<file path="config.mk">
export PLATFORM = sky130hd
export DESIGN_NAME = gdc_gate_driver_ctrl
export DESIGN_NICKNAME = d
export VERILOG_FILES = /design/src/gdc_gate_driver_ctrl.v
export VERILOG_INCLUDE_DIRS = /design/src
export SDC_FILE = /design/constraint.sdc
export NUM_CORES = 1
export LEC_CHECK = 0
export BUFFER_PORTS_ARGS = -buffer_cell sky130_fd_sc_hd__buf_2
export CORE_AREA = 2 2 60 62
export CTS_CLUSTER_SIZE = 14
export DETAILED_ROUTE_END_ITERATION = 7
export DIE_AREA = 0 0 62 64
export GPL_ROUTABILITY_DRIVEN = 0
export PLACE_DENSITY = 0.85
export SYNTH_ARGS = -nofsm -noshare
export SYNTH_HDL_FRONTEND = slang
export SYNTH_SLANG_ARGS = --single-unit
</file>
<file path="constraint.sdc">
create_clock -name mclk -period 3.45 [get_ports mclk]
set_input_delay 0.1725 -clock mclk [delete_from_list [all_inputs] [get_ports mclk]]
set_output_delay 0.1725 -clock mclk [all_outputs]
set_load 0.005 [all_outputs]
</file>
<file path="src/gdc_defs.vh">
// Timing constants for the gate driver enable and fault reset controller
`ifndef GDC_DEFS_VH
`define GDC_DEFS_VH

// Clock period in ns (10 MHz)
`define GDC_CLK_NS            100
// Input deglitch time in ns; pulses we drive must exceed it
`define GDC_DEGLITCH_NS       40
// Fault mute interval in ns (not printed; neutral default)
`define GDC_MUTE_NS           20000
// Reset filter interval in ns (not printed; neutral default)
`define GDC_RSTFIL_NS         2000
// Least-time cycle counts, rounded up
`define GDC_DEGLITCH_CYC      ((`GDC_DEGLITCH_NS + `GDC_CLK_NS - 1) / `GDC_CLK_NS)
`define GDC_MUTE_CYC          ((`GDC_MUTE_NS + `GDC_CLK_NS - 1) / `GDC_CLK_NS)
`define GDC_RSTFIL_CYC        ((`GDC_RSTFIL_NS + `GDC_CLK_NS - 1) / `GDC_CLK_NS)
// Counter width
`define GDC_CNT_W             16

`endif

</file>
<file path="src/gdc_gate_driver_ctrl.v">
// Host-side controller for the gate driver reset/enable and PWM pins
`timescale 1ns/1ps
`include "gdc_defs.vh"

module gdc_gate_driver_ctrl #(
    parameter [`GDC_CNT_W-1:0] MUTE_CYC   = `GDC_MUTE_CYC,
    parameter [`GDC_CNT_W-1:0] RSTFIL_CYC = `GDC_RSTFIL_CYC,
    parameter [`GDC_CNT_W-1:0] MINPW_CYC  = `GDC_DEGLITCH_CYC
) (
    input  wire mclk,
    input  wire rst,
    input  wire enableReq,
    input  wire autoReset,
    input  wire pwmInverted,
    input  wire pwmIn,
    input  wire clearReq,
    input  wire faultPin_n,
    input  wire readyPin,
    output reg  resetEnableOut,
    output reg  resetEnableOe_n,
    output reg  pwmPos,
    output reg  pwmNeg,
    output reg  faultSeen,
    output reg  readySeen,
    output reg  busy
);

    // Sequencer states, one-hot:
    // OFF  - pin driven low, driver disabled; leaves when enabled and no fault.
    // RUN  - pin high, or following the PWM level when automatic reset is on.
    // MUTE - a fault is latched; the pin stays high for the whole mute wait.
    //        A low pulse sent now would be thrown away by the driver, and the
    //        user would believe the fault had been cleared.
    // HOLD - pin low for the reset filter time, never below the deglitch floor.
    // WAIT - pin back to the enable request; waits until the fault pin releases.
    // In automatic reset mode the PWM low phase does the clearing, so RUN never
    // hands over to MUTE there. The user must keep the PWM low time above the
    // filter time; this block cannot stretch it without distorting the PWM.
    // Limitation: the mute wait starts when the synchronised fault is seen,
    // two to three clocks after the driver latched, so the controller always
    // waits slightly longer than the driver needs. That margin is deliberate.
    localparam [4:0] ST_OFF  = 5'b0_0001;
    localparam [4:0] ST_RUN  = 5'b0_0010;
    localparam [4:0] ST_MUTE = 5'b0_0100;
    localparam [4:0] ST_HOLD = 5'b0_1000;
    localparam [4:0] ST_WAIT = 5'b1_0000;

    reg  [4:0]            state;
    reg  [4:0]            next_state;
    reg  [`GDC_CNT_W-1:0] cnt;
    reg  [`GDC_CNT_W-1:0] next_cnt;
    reg  [1:0]            faultSync;
    reg  [1:0]            readySync;
    reg                   faultPending;
    reg                   next_faultPending;
    reg                   next_rstEn;
    wire                  faultNow;
    wire                  autoLevel;

    // Sequencing states; the user sees these as busy
    function gdcInSequence;
        input [4:0] st;
        begin
            gdcInSequence = st[2] | st[3] | st[4];
        end
    endfunction

    // Reset low time: the longer of the filter time and the deglitch floor,
    // so a short filter setting can never produce a pulse the driver rejects
    function [`GDC_CNT_W-1:0] gdcHoldLen;
        input [`GDC_CNT_W-1:0] filCyc;
        input [`GDC_CNT_W-1:0] minCyc;
        begin
            if (filCyc > minCyc) begin
                gdcHoldLen = filCyc;
            end else begin
                gdcHoldLen = minCyc;
            end
        end
    endfunction

    // Pins from the isolated side are asynchronous: two flops first
    always @(posedge mclk or posedge rst) begin
        if (rst) begin
            faultSync <= 2'b11;
            readySync <= 2'b00;
        end else begin
            faultSync <= {faultSync[0], faultPin_n};
            readySync <= {readySync[0], readyPin};
        end
    end

    assign faultNow  = ~faultSync[1];
    // Inverting PWM gets a NOT before reset/enable
    assign autoLevel = pwmInverted ? ~pwmIn : pwmIn;

    // Sequencer: mute wait, timed low pulse, then release
    always @* begin
        next_state        = state;
        next_cnt          = cnt;
        // Pending is set only when a manual clear sequence starts, and cleared
        // at the end of the low pulse; a fault pin still low in WAIT must not
        // set it again, or faultSeen would stick after the driver released
        next_faultPending = faultPending;
        next_rstEn        = 1'b0;
        case (state)
            ST_OFF: begin
                next_rstEn = 1'b0;
                if (enableReq && !faultNow) begin
                    next_state = ST_RUN;
                end
            end
            ST_RUN: begin
                next_rstEn = autoReset ? autoLevel : 1'b1;
                if (!enableReq) begin
                    next_state = ST_OFF;
                end else if (faultNow && !autoReset) begin
                    // Fault latched by the driver: start the mute wait
                    next_state        = ST_MUTE;
                    next_cnt          = MUTE_CYC;
                    next_faultPending = 1'b1;
                end
            end
            ST_MUTE: begin
                // Keep pin high: a low here would be ignored anyway
                next_rstEn = 1'b1;
                if (cnt > 1) begin
                    next_cnt = cnt - 1'b1;
                end else if (clearReq || !enableReq) begin
                    // Mute over and the user asks for a clear, or disables
                    next_state = ST_HOLD;
                    next_cnt   = gdcHoldLen(RSTFIL_CYC, MINPW_CYC);
                end
            end
            ST_HOLD: begin
                next_rstEn = 1'b0;
                if (cnt > 1) begin
                    next_cnt = cnt - 1'b1;
                end else begin
                    // Low pulse complete; the driver clears on the rising edge
                    next_state        = ST_WAIT;
                    next_faultPending = 1'b0;
                end
            end
            ST_WAIT: begin
                // Pin follows the request; run again once the fault pin is high
                next_rstEn = enableReq;
                if (!enableReq) begin
                    next_state = ST_OFF;
                end else if (!faultNow) begin
                    next_state = ST_RUN;
                end
            end
            default: begin
                next_state = ST_OFF;
            end
        endcase
    end

    // State and pin registers; every output straight from a flop
    always @(posedge mclk or posedge rst) begin
        if (rst) begin
            state           <= ST_OFF;
            cnt             <= {`GDC_CNT_W{1'b0}};
            faultPending    <= 1'b0;
            resetEnableOut  <= 1'b0;
            resetEnableOe_n <= 1'b0;
            pwmPos          <= 1'b0;
            pwmNeg          <= 1'b0;
            faultSeen       <= 1'b0;
            readySeen       <= 1'b0;
            busy            <= 1'b0;
        end else begin
            state           <= next_state;
            cnt             <= next_cnt;
            faultPending    <= next_faultPending;
            resetEnableOut  <= next_rstEn;
            resetEnableOe_n <= 1'b0;                         // Always driven, never left to pulldown
            // PWM goes to the non-inverting input when pwmInverted is low, to the inverting input when it is high; the other input is held low
            pwmPos          <= pwmIn & ~pwmInverted;
            pwmNeg          <= pwmIn & pwmInverted;
            faultSeen       <= faultNow | next_faultPending;
            readySeen       <= readySync[1];
            // Busy decoded from the next state so it lines up with the state
            busy            <= gdcInSequence(next_state);
        end
    end

endmodule // gdc_gate_driver_ctrl

</file>
==> impl_metrics.ini, run 1 <==
[routing]
drt_wl_total_mm = 3.48
ant_nets = 0
drc_errors = 0
first_pass_iters = 4
dr_total_vias = 1462
wl_per_cell_um = 14.1
drt-initial-drc-count = 138
viasPerCell = 5.92

[status]
outcome = completed

[synthesis]
synth_cells = 185
syn_area_per_cell_um2 = 9.62
yosysWarnings = 0
yosys-top-cells-area = dfrtp_1 41%, dfstp_2 4.4%, nand2_1 3.6%
yosys.area.top_type = dfrtp_1
yosysUniqueCellTypes = 48
netlist_area_um2 = 1780
synth-seq-cells = 32
ys_seq_area_share_pct = 45.2
synth_top_area_share_pct = 40.8
syn-num-nets = 198

[grt]
antenna_found_initial = 0
grt_pass1_wl_mm = 6.12
grtUsageTotal_pct = 20.9
grt-ovfl-total = 0
grt_pass1_vias = 1320
grt_max_degree = 22

[power_and_ir_drop]
swShare_pct = 25.5
power.switching_mw = 0.201
pwr-share-clk_pct = 36.0
internal_power_mw = 0.586
p_per_area_nw_per_um2 = 403
p_total_mw = 0.787
seqPwrFrac_pct = 52.6
peakVddDrop_mv = 0.143
leakagePower_nw = 0.827
combinationalPowerShare_pct = 11.4

[setup_path]
required_ps = 3670
crit_slowest_cell = or4_4
arrival_ps = 2630
cpPeakStageDelay_ps = 560
critPathKind = register to register
cp_cell_sequence = or4_4, nor3_4, a21oi_1, o211ai_1, o211ai_1
crit_top_cell = o211ai_1
critPathMaxFanout = 10
start_kind = register
crit_path_end_kind = register

[job]
cap_viol_max_count = 0

[cells_and_area]
seq_area_um2 = 805
drive_gt1_share_pct = 16.9
multi_input_area_um2 = 890
nets = 213
area_growth_pct = 9.77
n_antenna_cell = 0
fillers = 279

[floorplanning]
die_h_um = 64
start_util_pct = 54.2
die_area_um2 = 3970
rows = 21
die_w_um = 62
io_pins = 16
core_area_um2 = 3280

[place]
dp_hpwl_mm = 2.49
io_buffers = 14

[clock_network]
htree_levels = 2
insertion_delay_ps = 350
numClockSinks = 32
cts_made_buffers = 5
cts_tree = built
clk_pin_slew_ps = 110
clock-root-buffer = clkbuf_4
cts_buffer_depth = 2

[timing]
finalMaxSlewViolations = 0
min_period_ps = 2420
timing.final.hold_violations = 0
fin_skew_ps = 16.3
worst_pin_slew_ps = 772
fmaxAchievable_ghz = 0.413
setup_violations = 0
tns_ps = 0
period_share_pct = 70.1
rsz0062_at_grt = false
slew_headroom_pct = 48.5

[min_path]
hold_class = primary input to register
==> critical path: cells and delay by family (launching register included) <==
| kind | cells | cell delay [ps] |
|---|---|---|
| simple gates | 2 | 950 |
| compound gates | 3 | 850 |
| flops | 1 | 480 |
==> layer usage <==
layer / vias up / GRT usage, % / routed length [um]
li1: 726 / - / -
met1: 673 / 28.4 / 1610
met2: 54 / 30.1 / 1560
met3: 9 / 6.48 / 208
met4: 0 / 9.04 / 95
met5: - / 0 / 0
==> path summary, 6_finish.rpt <==
| check | start | to | slack [ps] | depth (start not counted) |
|---|---|---|---|---|
| setup / recovery | cnt[4]$_DFFE_PP0P_ | cnt[9]$_DFFE_PP0P_ | 1030 | 5 |
| hold reg to reg | faultSync[0]$_DFF_PP1_ | faultSync[1]$_DFF_PP1_ | 360 | 0 |
| min in group asynchronous | rst | readySync[0]$_DFF_PP0_ | 490 | 3 |
| max in group asynchronous | rst | cnt[11]$_DFFE_PP0P_ | 2300 | 4 |
| hold / removal | pwmIn | pwmPos$_DFF_PP0_ | 80 | 2 |
| setup reg to reg | cnt[4]$_DFFE_PP0P_ | cnt[9]$_DFFE_PP0P_ | 1030 | 5 |
==> cell usage in the layout, fill, tap and decap left out, types with 5 or more instances in the layout <==
| master | instances |
|---|---|
| dfrtp_1 | 29 |
| nand2_1 | 17 |
| buf_2 | 14 |
| nor2_1 | 13 |
| a21oi_1 | 11 |
| o21ai_0 | 11 |
| o31ai_1 | 7 |
| nand4_1 | 6 |
| o211ai_1 | 6 |
| or4_1 | 6 |
| nor3_1 | 5 |
| nor2b_1 | 5 |
| nand3_1 | 5 |
| clkbuf_4 | 5 |
==> area by class of cell <==
type	instances	area share, %
multi-input cells	139	45.5
flip-flops and latches	32	41.2
repair buffers	18	5.51
well taps	46	2.94
clock inverters	3	2.18
clock buffers	5	1.92
inverters	4	0.768
==> through the flow <==
| stage | utilization [%] | hold slack, ps | area, um2 | instances | setup WS, ps |
|---|---|---|---|---|---|
| floorplan | - | 177 | 1780 | 185 | 1380 |
| global placement | 56.2 | 280 | 1840 | 236 | 1090 |
| detailed placement | 56.2 | 279 | 1840 | 236 | 1080 |
| CTS | 59.5 | 77.2 | 1950 | 247 | 1060 |
| global route | 59.5 | 70.6 | 1950 | 247 | 846 |
| finish | 59.5 | 77.3 | 1950 | 247 | 1030 |
==> logic make-up (layout without fill, tap and decap cells) <==
kind of cell             after synthesis  in the layout  share of synthesized area (%)
flip-flops                            32             32                           45.2
buffers and inverters                 14             30                           4.85
adder cells (fa/ha/maj)                4              4                           2.81
AND/OR/NAND/NOR                       76             76                           23.7
AO/OA/AOI/OAI                         58             58                           23.3
other                                  1              1                          0.211
==> synth_stat cells (all sizes together) <==
master,number
dfrtp,29
nand2,17
nor2,14
o21ai,13
a21oi,11
buf,7
o31ai,7
or4,7
nand4,6
nor3,6
o211ai,6
nand3,5
nor2b,5
and2,4
ha,4
inv,4
nor3b,4
a211oi,3
a31oi,3
clkbuf,3
dfstp,3
o41ai,3
nand2b,2
o211a,2
o22ai,2
o31a,2
or3,2
a21bo,1
a21o,1
a2bb2oi,1
a311o,1
and4,1
conb,1
nand3b,1
nor4,1
nor4b,1
o221ai,1
o311ai,1
==> power by group through the flow <==
stage | combinational (mW) | sequential, mW | clock [mW]
after floorplan | 0.0690 | 0.416 | 0
after global placement | 0.0850 | 0.421 | 0
after detailed placement | 0.0874 | 0.422 | 0
after CTS | 0.0901 | 0.414 | 0.288
after global routing | 0.104 | 0.418 | 0.314
final | 0.0894 | 0.414 | 0.283
==> state kept, by name, indices dropped and copies added (netlist names) <==
signal / cells
pwmPos: 1
faultPending: 1
readySeen: 1
state: 5
faultSync: 2
pwmNeg: 1
cnt: 16
resetEnableOut: 1
faultSeen: 1
readySync: 2
busy: 1
==> repair_timing <==
action / in CTS / in global routing
setup buffers: 0 / 0
gates resized for setup: 0 / 0
hold buffers: 3 / 0
hold endpoints to repair: 19 / 0
(Power assumes the default switching activity.)
==> inputs of run 2 (changes only) <==
ABC_AREA = 1   (was not set)
CORE_AREA = 2 2 63 65   (was 2 2 60 62)
DIE_AREA = 0 0 65 67   (was 0 0 62 64)
PLACE_DENSITY = 0.84   (was 0.85)
clock period = 2.5 ns   (was 3.45 ns; I/O delays follow)
==> impl_metrics.ini, run 2 <==
[status]
outcome = completed

[synthesis]
syn_area_per_cell_um2 = 7.09
synth-seq-cells = 32
synth_ff_type = dfrtp_1
synth_edf_count = 0
yosysWarnings = 0
async_flop_share_pct = 100
syn-num-nets = 286
yosys.area.top_type = dfrtp_1
yosysUniqueCellTypes = 30
synth_common_cells = 103 x nand2_1, 34 x nor2_1, 30 x inv_1
synth_top_area_share_pct = 37.5
netlist_area_um2 = 1940
post-synth-top-count-cell = nand2_1
synth_cells = 273
ys_seq_area_share_pct = 41.6
yosys-top-cells-area = dfrtp_1 37%, nand2_1 20%, nor2_1 6.6%

[clock_network]
insertion_delay_ps = 290
clock-root-buffer = clkbuf_8
post_cts_buffers = 0
htree_levels = 2
numClockSinks = 32
cts_made_buffers = 5
clk_pin_slew_ps = 70
cts_tree = built
cts_hold_buf = 3
cts_buffer_depth = 2
cts-resized-gates = 0

[power_and_ir_drop]
power.switching_mw = 0.667
pwr-share-clk_pct = 23.0
p_total_mw = 1.66
p_per_area_nw_per_um2 = 772
leakagePower_nw = 1.18
combinationalPowerShare_pct = 38.6
swShare_pct = 40.3
peakVddDrop_mv = 0.530
internal_power_mw = 0.989
seqPwrFrac_pct = 38.4

[cells_and_area]
area_growth_pct = 10.9
n_antenna_cell = 0
fin_cells = 342
nets = 306
final_common_cell = nand2_1
regMostFlops = cnt
final_cell_mix = 103 x nand2_1, 34 x nor2_1, 30 x inv_1, 29 x dfrtp_1, 21 x nand3_1
largest_register_ffs = 16
fin_area_um2 = 2150
drive_gt1_share_pct = 12.9
top_regs = cnt: 16 flops, state: 5 flops

[floorplanning]
die_w_um = 65
rows = 22
core_area_um2 = 3610
start_util_pct = 53.7
die_area_um2 = 4360
io_pins = 16
die_h_um = 67

[timing]
tns_ps = 0
timing.final.hold_violations = 0
period_share_pct = 71.3
finalMaxSlewViolations = 0
setup_violations = 0
fin_skew_ps = 7.43
fmaxAchievable_ghz = 0.561
rsz0062_at_grt = false
min_period_ps = 1780

[grt]
grt-ovfl-total = 0
grtUsageTotal_pct = 21.7
antenna_found_initial = 0
grt-busiest-layer = met2
use_met2_pct = 36.3
grt_pass1_wl_mm = 7.04
gr-usage-met1_pct = 24.4
use_met3_pct = 7.77
grt_max_degree = 33
grt_pass1_vias = 1692

[routing]
drc_errors = 0
drt-initial-drc-count = 69
ant_nets = 0
first_pass_iters = 4
drt_wl_total_mm = 3.90
wl_per_cell_um = 11.4
dr_total_vias = 1719
viasPerCell = 5.03

[setup_path]
cpPeakStageDelay_ps = 380
required_ps = 2730
cp_cell_sequence = inv_1, ha_1, nand2_1, nor2_1, o21ai_2, nand4_1, nand2_1, nand2_1, nand2_1
start_kind = register
critPathKind = register to register
timing.reg2reg.setup_slack_ps = 720
critPathMaxFanout = 9
crit_top_cell = nand2_1
arrival_ps = 2010
crit_slowest_cell = dfrtp_1
crit_path_end_kind = register

[place]
placed_cell_area_um2 = 2030
dp_hpwl_mm = 2.86
io_buffers = 14
dp.cells = 331

[min_path]
hold_class = primary input to register

[job]
cap_viol_max_count = 0
run 2: cell types whose count changed in the layout (fill, tap and decap cells not counted), sizes merged, moves of 5 or more:
cell / previous run / this run
or4: 7 / 0
o211ai: 6 / 1
nor2b: 5 / 0
nand3: 5 / 22
o31ai: 7 / 1
inv: 4 / 31
nand2: 17 / 105
nor2: 14 / 39
a21oi: 11 / 2
run 2: cells by family after synthesis:
logic type      synth area share (%)
xor+xnor                        3.17
simple gates                    39.1
other cells                    0.194
buf+inv                         8.73
flops                           41.6
fa+ha+maj                       2.59
compound gates                  4.65
run 2: power groups by stage:
stage | Combinational (mW) | Clock (mW) | Sequential, mW
after detailed placement | 0.628 | 0 | 0.643
after global placement | 0.608 | 0 | 0.643
after floorplan | 0.521 | 0 | 0.631
after global routing | 0.746 | 0.421 | 0.642
after CTS | 0.641 | 0.396 | 0.635
final | 0.639 | 0.380 | 0.636
run 2: per-stage QoR:
stage	hold WS, ps	worst slack, ps	utilization, %
3_5_place_dp	224	722	56.3
6_report	80.8	717	59.5
4_1_cts	77.0	714	59.5
2_1_floorplan	129	886	-
3_3_place_gp	222	796	56.3
5_1_grt	75.1	482	59.5
run 2: final timing paths:
kind | from | end | cells past startpoint
worst max register to register | cnt[0]$_DFFE_PP0P_ | cnt[13]$_DFFE_PP0P_ | 9
worst max-delay path | cnt[0]$_DFFE_PP0P_ | cnt[13]$_DFFE_PP0P_ | 9
worst min register to register | readySync[1]$_DFF_PP0_ | readySeen$_DFF_PP0_ | 0
max in group asynchronous | rst | faultSync[1]$_DFF_PP1_ | 4
min in group asynchronous | rst | state[2]$_DFF_PP0_ | 4
worst min-delay path | pwmInverted | pwmNeg$_DFF_PP0_ | 2
run 2: critical path, delay by kind of cell (launching register included):
kind,cells,cell delay (ps)
fa+ha+maj,1,270
simple gates,6,620
buf+inv,1,90
compound gates,1,370
flops,1,380
run 2: layout make-up:
type                            instances  area, um2
Clock buffer                            6       72.6
Clock inverter                          2       12.5
Fill cell                             331       1460
Inverter                               32        126
Multi-Input combinational cell        204        962
Sequential cell                        32        805
Tap cell                               48       60.1
Timing Repair Buffer                   18        108
run 2: per-layer routing:
layer / share of wire (%) / wire length, um
met3: 5.2 / 201
met4: 2.8 / 111
met5: 0 / 0
met1: 44 / 1710
met2: 48 / 1880
